--- config.mk ---
export PLATFORM = sky130hd
export DESIGN_NAME = ahbm_master
export DESIGN_NICKNAME = d
export VERILOG_FILES = /design/src/ahbm_pkg.sv /design/src/ahbm_master.sv
export SDC_FILE = /design/constraint.sdc
export NUM_CORES = 1
export LEC_CHECK = 0
export BUFFER_PORTS_ARGS = -buffer_cell sky130_fd_sc_hd__clkbuf_2
export CAP_MARGIN = 20
export CORE_ASPECT_RATIO = 1.25
export CORE_MARGIN = 4
export CORE_UTILIZATION = 49
export CTS_CLUSTER_DIAMETER = 200
export CTS_CLUSTER_SIZE = 14
export DETAILED_ROUTE_END_ITERATION = 16
export PLACE_DENSITY_LB_ADDON = 0.05
export SLEW_MARGIN = 5
export SYNTH_ARGS = -nofsm -noshare
export SYNTH_HDL_FRONTEND = slang
export SYNTH_SLANG_ARGS = --single-unit
export TNS_END_PERCENT = 30
--- constraint.sdc ---
create_clock -name CLOCK -period 2.8 [get_ports CLOCK]
set_clock_uncertainty 0.1 [all_clocks]
set_input_delay 0.56 -clock CLOCK [delete_from_list [all_inputs] [get_ports CLOCK]]
set_output_delay 0.56 -clock CLOCK [all_outputs]
set_load 0.03 [all_outputs]
--- src/ahbm_pkg.sv ---
// Shared encodings and carriers of the system bus master interface
`default_nettype none
package ahbm_pkg;
  localparam int          BEATS_W     = 8;
  localparam logic [1:0]  TRANS_IDLE  = 2'h0;
  localparam logic [1:0]  TRANS_BUSY  = 2'h1;
  localparam logic [1:0]  TRANS_NSEQ  = 2'h2;
  localparam logic [1:0]  TRANS_SEQ   = 2'h3;
  localparam logic [2:0]  BURST_SINGLE = 3'h0;
  localparam logic [2:0]  BURST_INCR  = 3'h1;
  localparam logic [2:0]  SIZE_BYTE   = 3'h0;
  localparam logic [2:0]  SIZE_HALF   = 3'h1;
  localparam logic [2:0]  SIZE_WORD   = 3'h2;
  localparam logic [1:0]  RESP_OKAY   = 2'h0;
  localparam logic [1:0]  RESP_ERROR  = 2'h1;
  localparam logic [1:0]  RESP_RETRY  = 2'h2;
  localparam logic [1:0]  RESP_SPLIT  = 2'h3;
  localparam logic        PROT_NOCACHE = 1'b0;

  typedef struct packed {
    logic [31:0]        addr;
    logic [31:0]        wdata;
    logic               write;
    logic [2:0]         size;
    logic [BEATS_W-1:0] beats;
    logic               fetch;
    logic               priv;
    logic               bufable;
    logic               lock;
    logic               lock_end;
  } ahbm_req_s;

  typedef struct packed {
    logic               done;
    logic               abort;
    logic [31:0]        rdata;
  } ahbm_rsp_s;
endpackage : ahbm_pkg
`default_nettype wire

--- src/ahbm_master.sv ---
// System bus master: core requests in, address/data phases out
//
// Overview of operation
// Full 32-bit byte address of each transfer driven on the address output.
// Burst code is SINGLE or INCR only; other codes never appear.
// Bus request stays high while ownership is still needed.
// A transfer starts only when grant and ready are both high.
// Address and control change hands only when ready is high. HTRANS drops to IDLE in the second cycle of a non-OKAY response.
// While lock is high the arbiter grants no other master.
// Lock is raised only for the read and write pair of a swap.
// Protection bit 0 low for fetches, high for data accesses.
// Protection bit 1 low for user, high for privileged accesses.
// Protection bit 2 marks bufferable; bit 3 is always low.
// Read data sampled from the 32-bit read bus when the read completes.
// Slave stretches with ready low; next data phase waits for ready.
// Reset is active low and holds the interface in its reset state.
// Slave answers OKAY during wait states before deciding its response.
// Response decoded as OKAY, ERROR, RETRY, SPLIT; OKAY with ready completes.
// ERROR is a two-cycle response telling the master the transfer failed.
// On RETRY the same transfer is reissued until it completes.
// On SPLIT the transfer is reissued when next granted the bus.
// Size code is byte, halfword or word only.
// Transfer type IDLE, BUSY, NONSEQ, SEQ; SEQ address adds the size.
// Direction output high for writes, low for reads.
// ERROR abandons the rest of the burst and reports a bus abort.
`timescale 1ns/100ps
`default_nettype none
module ahbm_master
  import ahbm_pkg::*;
(
  input  wire logic        CLOCK,
  input  wire logic        NRST,
  input  wire ahbm_req_s   CPU_REQ,
  input  wire logic        CPU_VALID,
  output logic             CPU_READY,
  output ahbm_rsp_s        CPU_RSP,
  output logic [31:0]      HADDR,
  output logic [1:0]       HTRANS,
  output logic             HWRITE,
  output logic [2:0]       HSIZE,
  output logic [2:0]       HBURST,
  output logic [3:0]       HPROT,
  output logic [31:0]      HWDATA,
  output logic             HBUSREQ,
  output logic             HLOCK,
  input  wire logic        HGRANT,
  input  wire logic        HREADY,
  input  wire logic [1:0]  HRESP,
  input  wire logic [31:0] HRDATA
);

  function automatic logic [31:0] size_incr(input logic [2:0] size);
    size_incr = 32'h1 << size;
  endfunction : size_incr

  ahbm_req_s          req_q, req_d;
  ahbm_rsp_s          rsp_q, rsp_d;
  logic               ap_q, ap_d;
  logic               seq_q, seq_d;
  logic               dp_q, dp_d;
  logic               lock_q, lock_d;
  logic [31:0]        haddr_q, haddr_d;
  logic [31:0]        dp_addr_q, dp_addr_d;
  logic [31:0]        nxt_q, nxt_d;
  logic [31:0]        hwdata_q, hwdata_d;
  logic [2:0]         burst_q, burst_d;
  logic [BEATS_W-1:0] iss_q, iss_d;
  logic [BEATS_W-1:0] ret_q, ret_d;

  assign CPU_READY = (ret_q == '0);
  assign CPU_RSP   = rsp_q;
  assign HADDR     = haddr_q;
  assign HTRANS    = !ap_q ? TRANS_IDLE : (seq_q ? TRANS_SEQ : TRANS_NSEQ);
  assign HWRITE    = req_q.write;
  assign HSIZE     = req_q.size;
  assign HBURST    = burst_q;
  assign HPROT     = {PROT_NOCACHE, req_q.bufable, req_q.priv, !req_q.fetch};
  assign HWDATA    = hwdata_q;
  assign HBUSREQ   = (ret_q != '0) || lock_q;
  assign HLOCK     = lock_q;

  always_comb begin
    logic [BEATS_W-1:0] iss;
    logic [BEATS_W-1:0] ret;
    logic               fail;
    iss       = iss_q;
    ret       = ret_q;
    fail      = 1'b0;
    req_d     = req_q;
    ap_d      = ap_q;
    seq_d     = seq_q;
    dp_d      = dp_q;
    lock_d    = lock_q;
    haddr_d   = haddr_q;
    dp_addr_d = dp_addr_q;
    nxt_d     = nxt_q;
    hwdata_d  = hwdata_q;
    burst_d   = burst_q;
    rsp_d     = '{done: 1'b0, abort: 1'b0, rdata: rsp_q.rdata};
    if (CPU_VALID && CPU_READY) begin
      req_d = CPU_REQ;
      if (CPU_REQ.write || CPU_REQ.beats == '0) begin
        req_d.beats = BEATS_W'(1);
      end
      iss    = req_d.beats;
      ret    = req_d.beats;
      nxt_d  = CPU_REQ.addr;
      lock_d = CPU_REQ.lock;
    end else if (HREADY) begin
      if (dp_q) begin
        if (HRESP == RESP_OKAY) begin
          rsp_d.done = 1'b1;
          if (!req_q.write) begin
            rsp_d.rdata = HRDATA;
          end
          ret = ret_q - BEATS_W'(1);
          if (ret == '0 && req_q.lock_end) begin
            lock_d = 1'b0;
          end
        end else if (HRESP == RESP_ERROR) begin
          fail        = 1'b1;
          rsp_d.abort = 1'b1;
          iss         = '0;
          ret         = '0;
          lock_d      = 1'b0;
        end
      end
      // Address phase moves into the data phase
      dp_d      = ap_q;
      dp_addr_d = haddr_q;
      if (ap_q) begin
        hwdata_d = req_q.wdata;
      end
      if (iss != '0 && HGRANT && !fail) begin
        ap_d    = 1'b1;
        seq_d   = ap_q;
        haddr_d = nxt_q;
        nxt_d   = nxt_q + size_incr(req_q.size);
        if (!ap_q) begin
          burst_d = (iss > BEATS_W'(1)) ? BURST_INCR : BURST_SINGLE;
        end
        iss = iss - BEATS_W'(1);
      end else begin
        ap_d  = 1'b0;
        seq_d = 1'b0;
      end
    end else if (dp_q && HRESP != RESP_OKAY) begin
      // First response cycle: cancel pending address, rewind to failed beat
      ap_d  = 1'b0;
      seq_d = 1'b0;
      nxt_d = dp_addr_q;
      iss   = ret_q;
    end
    iss_d = iss;
    ret_d = ret;
  end

  always_ff @(posedge CLOCK) begin
    if (!NRST) begin
      req_q     <= '0;
      rsp_q     <= '0;
      ap_q      <= 1'b0;
      seq_q     <= 1'b0;
      dp_q      <= 1'b0;
      lock_q    <= 1'b0;
      haddr_q   <= '0;
      dp_addr_q <= '0;
      nxt_q     <= '0;
      hwdata_q  <= '0;
      burst_q   <= BURST_SINGLE;
      iss_q     <= '0;
      ret_q     <= '0;
    end else begin
      req_q     <= req_d;
      rsp_q     <= rsp_d;
      ap_q      <= ap_d;
      seq_q     <= seq_d;
      dp_q      <= dp_d;
      lock_q    <= lock_d;
      haddr_q   <= haddr_d;
      dp_addr_q <= dp_addr_d;
      nxt_q     <= nxt_d;
      hwdata_q  <= hwdata_d;
      burst_q   <= burst_d;
      iss_q     <= iss_d;
      ret_q     <= ret_d;
    end
  end

  a_burst_legal: assert property (@(posedge CLOCK) disable iff (!NRST)
    HBURST == BURST_SINGLE || HBURST == BURST_INCR)
    else $error("illegal burst code");

  a_size_legal: assert property (@(posedge CLOCK) disable iff (!NRST)
    ap_q |-> (HSIZE == SIZE_BYTE || HSIZE == SIZE_HALF || HSIZE == SIZE_WORD))
    else $error("illegal size code");

  a_busreq_held: assert property (@(posedge CLOCK) disable iff (!NRST)
    (ret_q != '0) |-> HBUSREQ)
    else $error("bus request dropped while work pending");

  a_start_granted: assert property (@(posedge CLOCK) disable iff (!NRST)
    (HTRANS == TRANS_NSEQ && !$past(ap_q)) |-> $past(HGRANT && HREADY))
    else $error("transfer started without grant and ready");

  a_addr_stable: assert property (@(posedge CLOCK) disable iff (!NRST)
    (ap_q && !HREADY && !(dp_q && HRESP != RESP_OKAY)) |=> ap_q && $stable(HADDR))
    else $error("address changed while ready low");

  a_lock_release: assert property (@(posedge CLOCK) disable iff (!NRST)
    (dp_q && HREADY && HRESP == RESP_OKAY && ret_q == BEATS_W'(1) && req_q.lock_end)
    |=> !HLOCK)
    else $error("lock held past swap pair");

  a_prot_map: assert property (@(posedge CLOCK) disable iff (!NRST)
    ap_q |-> (HPROT[3] == PROT_NOCACHE && HPROT[2] == req_q.bufable
              && HPROT[1] == req_q.priv && HPROT[0] == !req_q.fetch))
    else $error("protection bits wrong");

  a_seq_addr: assert property (@(posedge CLOCK) disable iff (!NRST)
    (HTRANS == TRANS_SEQ && !$stable(HADDR)) |-> HADDR == $past(HADDR) + size_incr(HSIZE))
    else $error("sequential address not incremented by size");

  a_resp_idle: assert property (@(posedge CLOCK) disable iff (!NRST)
    (dp_q && !HREADY && HRESP != RESP_OKAY) |=> HTRANS == TRANS_IDLE)
    else $error("address not cancelled on two-cycle response");

  a_retry_again: assert property (@(posedge CLOCK) disable iff (!NRST)
    (dp_q && HREADY && (HRESP == RESP_RETRY || HRESP == RESP_SPLIT))
    |=> HBUSREQ && !CPU_RSP.done && !CPU_READY)
    else $error("retried transfer dropped");

  a_err_abort: assert property (@(posedge CLOCK) disable iff (!NRST)
    (dp_q && HREADY && HRESP == RESP_ERROR) |=> CPU_RSP.abort && CPU_READY ##1 !ap_q)
    else $error("error did not abort request");

  // Bus side checks
  a_trans_nobusy: assert property (@(posedge CLOCK) disable iff (!NRST)
    HTRANS != TRANS_BUSY)
    else $error("busy transfer type driven");

  a_addr_issue: assert property (@(posedge CLOCK) disable iff (!NRST)
    (HTRANS == TRANS_NSEQ && !$past(ap_q)) |-> HADDR == $past(nxt_q))
    else $error("first beat address not the pending address");

  a_write_single: assert property (@(posedge CLOCK) disable iff (!NRST)
    (HTRANS == TRANS_NSEQ && HWRITE) |-> HBURST == BURST_SINGLE)
    else $error("write issued as a burst");

  a_lock_rise: assert property (@(posedge CLOCK) disable iff (!NRST)
    $rose(HLOCK) |-> $past(CPU_VALID && CPU_READY && CPU_REQ.lock))
    else $error("lock raised without a swap request");

  a_lock_busreq: assert property (@(posedge CLOCK) disable iff (!NRST)
    HLOCK |-> HBUSREQ)
    else $error("bus request dropped while locked");

  a_ctrl_hold: assert property (@(posedge CLOCK) disable iff (!NRST)
    (dp_q && !HREADY) |=> $stable(HWRITE) && $stable(HSIZE) && $stable(HPROT))
    else $error("control changed while ready low");

  a_write_data: assert property (@(posedge CLOCK) disable iff (!NRST)
    (ap_q && HREADY && HWRITE) |=> HWDATA == $past(req_q.wdata))
    else $error("write data not presented in data phase");

  a_wait_hold: assert property (@(posedge CLOCK) disable iff (!NRST)
    (dp_q && !HREADY && HRESP == RESP_OKAY) |=> dp_q && $stable(ret_q) && !CPU_RSP.done)
    else $error("data phase advanced while ready low");

  a_reset_idle: assert property (@(posedge CLOCK)
    !NRST |=> HTRANS == TRANS_IDLE && !HBUSREQ && !HLOCK && CPU_READY)
    else $error("interface not idle after reset");

  // Core side checks
  a_read_capture: assert property (@(posedge CLOCK) disable iff (!NRST)
    (dp_q && HREADY && HRESP == RESP_OKAY && !req_q.write)
    |=> CPU_RSP.done && CPU_RSP.rdata == $past(HRDATA))
    else $error("read data not captured on completion");

  a_okay_retire: assert property (@(posedge CLOCK) disable iff (!NRST)
    (dp_q && HREADY && HRESP == RESP_OKAY) |=> CPU_RSP.done && !CPU_RSP.abort)
    else $error("completed beat not reported");

  a_retry_rewind: assert property (@(posedge CLOCK) disable iff (!NRST)
    (dp_q && !HREADY && HRESP != RESP_OKAY) |=> nxt_q == $past(dp_addr_q) && iss_q == ret_q)
    else $error("failed beat not rewound");

  a_abort_alone: assert property (@(posedge CLOCK) disable iff (!NRST)
    CPU_RSP.abort |-> !CPU_RSP.done)
    else $error("abort reported with a completed beat");

  // Scenario coverage
  c_burst_seq: cover property (@(posedge CLOCK) disable iff (!NRST)
    HTRANS == TRANS_SEQ && HREADY);
  c_retry: cover property (@(posedge CLOCK) disable iff (!NRST)
    dp_q && HREADY && HRESP == RESP_RETRY);
  c_error: cover property (@(posedge CLOCK) disable iff (!NRST)
    CPU_RSP.abort);
  c_locked: cover property (@(posedge CLOCK) disable iff (!NRST)
    HLOCK && ap_q && HWRITE);
  c_split: cover property (@(posedge CLOCK) disable iff (!NRST)
    dp_q && HREADY && HRESP == RESP_SPLIT);

endmodule : ahbm_master
`default_nettype wire

==> flow_summary.ini <==
[synth]
yosysWarningCount = 0
synth-main-ff-cell = dfxtp_1
async_flop_share_pct = 0
synth_area_sq_mm = 0.0101
synth-edff-count = 0
synth_largest_area_cell = dfxtp_1
yosys-top-cells-area = dfxtp_1 (44%), nand2_1 (15%), a21oi_1 (11%), clkbuf_1 (2.5%), o21ai_0 (2.4%)
synth-seq-cells = 223
avgSynthCellArea_sq_um = 7.61
netlist_instances = 1333
yosysTopAreaCellShare_pct = 44.0
synth-seq-area-share_pct = 44.0
synth.distinct_cells = 82

[global_routing]
grt_max_degree = 110
grt_pass1_wl_mm = 50.6
antenna_found_initial = 0
gr-usage-all-layers_pct = 27.0
grt_pass1_vias = 9621
grt_remaining_overflow = 0

[layout]
final_cells = 1808
num-fill-cells = 1937
multiInputGateArea_sq_mm = 0.00532
design_area_sq_mm = 0.0123
syn2layout_area_growth_pct = 21.3
mostFrequentLayoutCells = nand2_1 (402), clkbuf_2 (230), dfxtp_1 (220), a21oi_1 (216), nor2_1 (49)
antenna_cells = 0
drive_above_1_share_pct = 22.4
final_common_cell = nand2_1
nets = 1673
regArea_sq_mm = 0.00447

[power]
power_frac_comb_pct = 31.3
ir_worst_vdd_mv = 0.424
p_leak_nw = 4.84
p_clk_share_pct = 25.9
seq_power_share_pct = 42.8
p_sw_w = 0.00322
internal_power_w = 0.00573
sw_frac_of_total_pct = 36.0
power.density_mw_per_mm2 = 727

[critical_path]
crit_family = simple AND/OR/NAND/NOR gates
cp_cell_sequence = and3b_1, ha_1, and3_1, a221oi_2, buf_4, nand2_1, nand4b_1, or4b_1, a31oi_1
worstSetupStartpointType = register
cp.required_ps = 3120
max_stage_delay_ps = 590
path_buf_inv = 1
critical_path_class = reg -> reg
worst-path-max-fanout = 9
arrival_ps = 2990
crit_slowest_cell = or4b_1
crit_path_end_kind = register

[timing]
grt_setup_unrepaired = true
finalHoldViolations = 0
drv_slew = 0
fin_hold_ws_ps = 193
maxSlewHeadroom_pct = 55.8
period_needed_ps = 2670
fin_crit_sh_pct = 95.4
worst_pin_slew_ps = 662
fmax_ghz = 0.374
setup_violations = 0

[cts]
insertion_delay_ps = 490
cts_sinks = 223
clock_path_buffers = 3
numCtsBuffers = 19
clkSlewWorstSetupHoldPaths_ps = 70
cts_tree = yes
root_buffer = clkbuf_16
h-tree-depth = 1

[placed_design]
dpl_cell_area_sq_mm = 0.0117
dp_hpwl_mm = 22.8
dp.cells = 1787
gp_congestion = 0.939
portBuffers = 230

[floorplanning]
rows = 58
start_util_pct = 50.1
die_y_microns = 169
die_area_sq_mm = 0.0231
ios = 234
core_area_sq_mm = 0.0202
fp.dieW_microns = 137

[outcome]
outcome = finished clean

[routing]
drt_iter0_drc = 618
route.detailed.drc = 0
wl_mm = 32.3
drt_pass1_iterations = 5
routedWlPerCell_microns = 17.9
viasPerCell = 5.67
vias = 10300
drtAntennaViolNets = 0

[min_path]
hold_path.class = in -> reg

[job]
drv_cap = 0
==> state kept, by name, summed over array words and instances, names as in the netlist <==
name       flops
req_q         34
nxt_q         32
HADDR         32
HPROT          2
HLOCK          1
seq_q          1
dp_q           1
CPU_RSP       34
ret_q          8
iss_q          8
dp_addr_q     32
ap_q           1
HBURST         1
HWRITE         1
HWDATA        32
HSIZE          3
==> power groups by stage <==
stage	Combinational [W]	Sequential (W)	Clock (W)
6_report	0.00280	0.00383	0.00232
5_1_grt	0.00307	0.00387	0.00250
4_1_cts	0.00277	0.00382	0.00237
3_5_place_dp	0.00274	0.00388	0
3_3_place_gp	0.00274	0.00388	0
2_1_floorplan	0.00183	0.00380	0
==> metrics by stage <==
step                util, %  setup TNS (ps)  total power (W)  setup slack [ps]
CTS                    60.5               0          0.00896              44.0
finish                 60.8               0          0.00895               130
detailed placement     58.0               0          0.00663             0.785
floorplan                 -               0          0.00563              70.1
global placement       58.0               0          0.00662              93.9
global route           60.8            -136          0.00944             -36.9
==> worst paths after layout <==
path                                        startpoint                        to  slack [ps]  cells after the start
worst max-delay path             HSIZE[2]$_SDFFE_PN0P_    nxt_q[22]$_SDFFE_PN0P_         130                      9
worst min-delay path                        HRDATA[20]  CPU_RSP[20]$_SDFFE_PN0P_         190                      3
worst max register to register   HSIZE[2]$_SDFFE_PN0P_    nxt_q[22]$_SDFFE_PN0P_         130                      9
worst min register to register  req_q[18]$_SDFFE_PN0P_    HWDATA[1]$_SDFFE_PN0P_         350                      2
==> repair_timing <==
item / in CTS / in global routing
endpoints found under the hold margin: 0 / 0
pin swaps: 0 / 1
resized for setup: 4 / 10
setup endpoints to repair: 4 / 19
setup buffers: 1 / 0
hold buffers: 0 / 0
==> Yosys cell counts (all sizes together) (9+ instances only) <==
library cell / number
a211oi: 16
ha: 13
and3: 14
dfxtp: 223
nand4: 9
a21oi: 218
inv: 13
clkbuf: 69
nand2: 402
o211ai: 16
nor4: 12
nor3b: 9
nor2: 50
o21ai: 49
a31oi: 16
nor3: 14
and2: 9
buf: 31
nand3: 34
==> routing by layer <==
| layer | track usage [%] | up-vias | share of wire, % |
|---|---|---|---|
| li1 | - | 5023 | - |
| met1 | 32.2 | 4763 | 39 |
| met2 | 46.2 | 396 | 48 |
| met3 | 7.61 | 71 | 8.8 |
| met4 | 9.78 | 0 | 4.0 |
| met5 | 0 | - | 0 |
==> final cells by class <==
class | instances | area share [%]
Tap cell | 270 | 2.74
Multi-Input combinational cell | 999 | 43.2
Inverter | 13 | 0.437
Sequential cell | 223 | 36.3
Timing Repair Buffer | 283 | 13.4
Clock buffer | 20 | 3.89
==> worst register-to-register path: cells and delay by family (launching register included) <==
family | cells | cell delay, ps
DFF | 1 | 400
adders and majority gates | 1 | 360
buffers and inverters | 1 | 160
and+or+nand+nor | 5 | 1350
AOI/OAI and AO/OA | 2 | 250
==> cells by family after synthesis <==
kind of cell / count (synthesis) / share of synthesized area, %
simple gates: 578 / 24.8
fa+ha+maj: 14 / 1.80
mux: 9 / 0.912
flops: 223 / 44.0
xor+xnor: 9 / 0.777
buf+inv: 113 / 4.71
other cells: 1 / 0.0370
compound gates: 386 / 23.0
(Power assumes the default switching activity.)
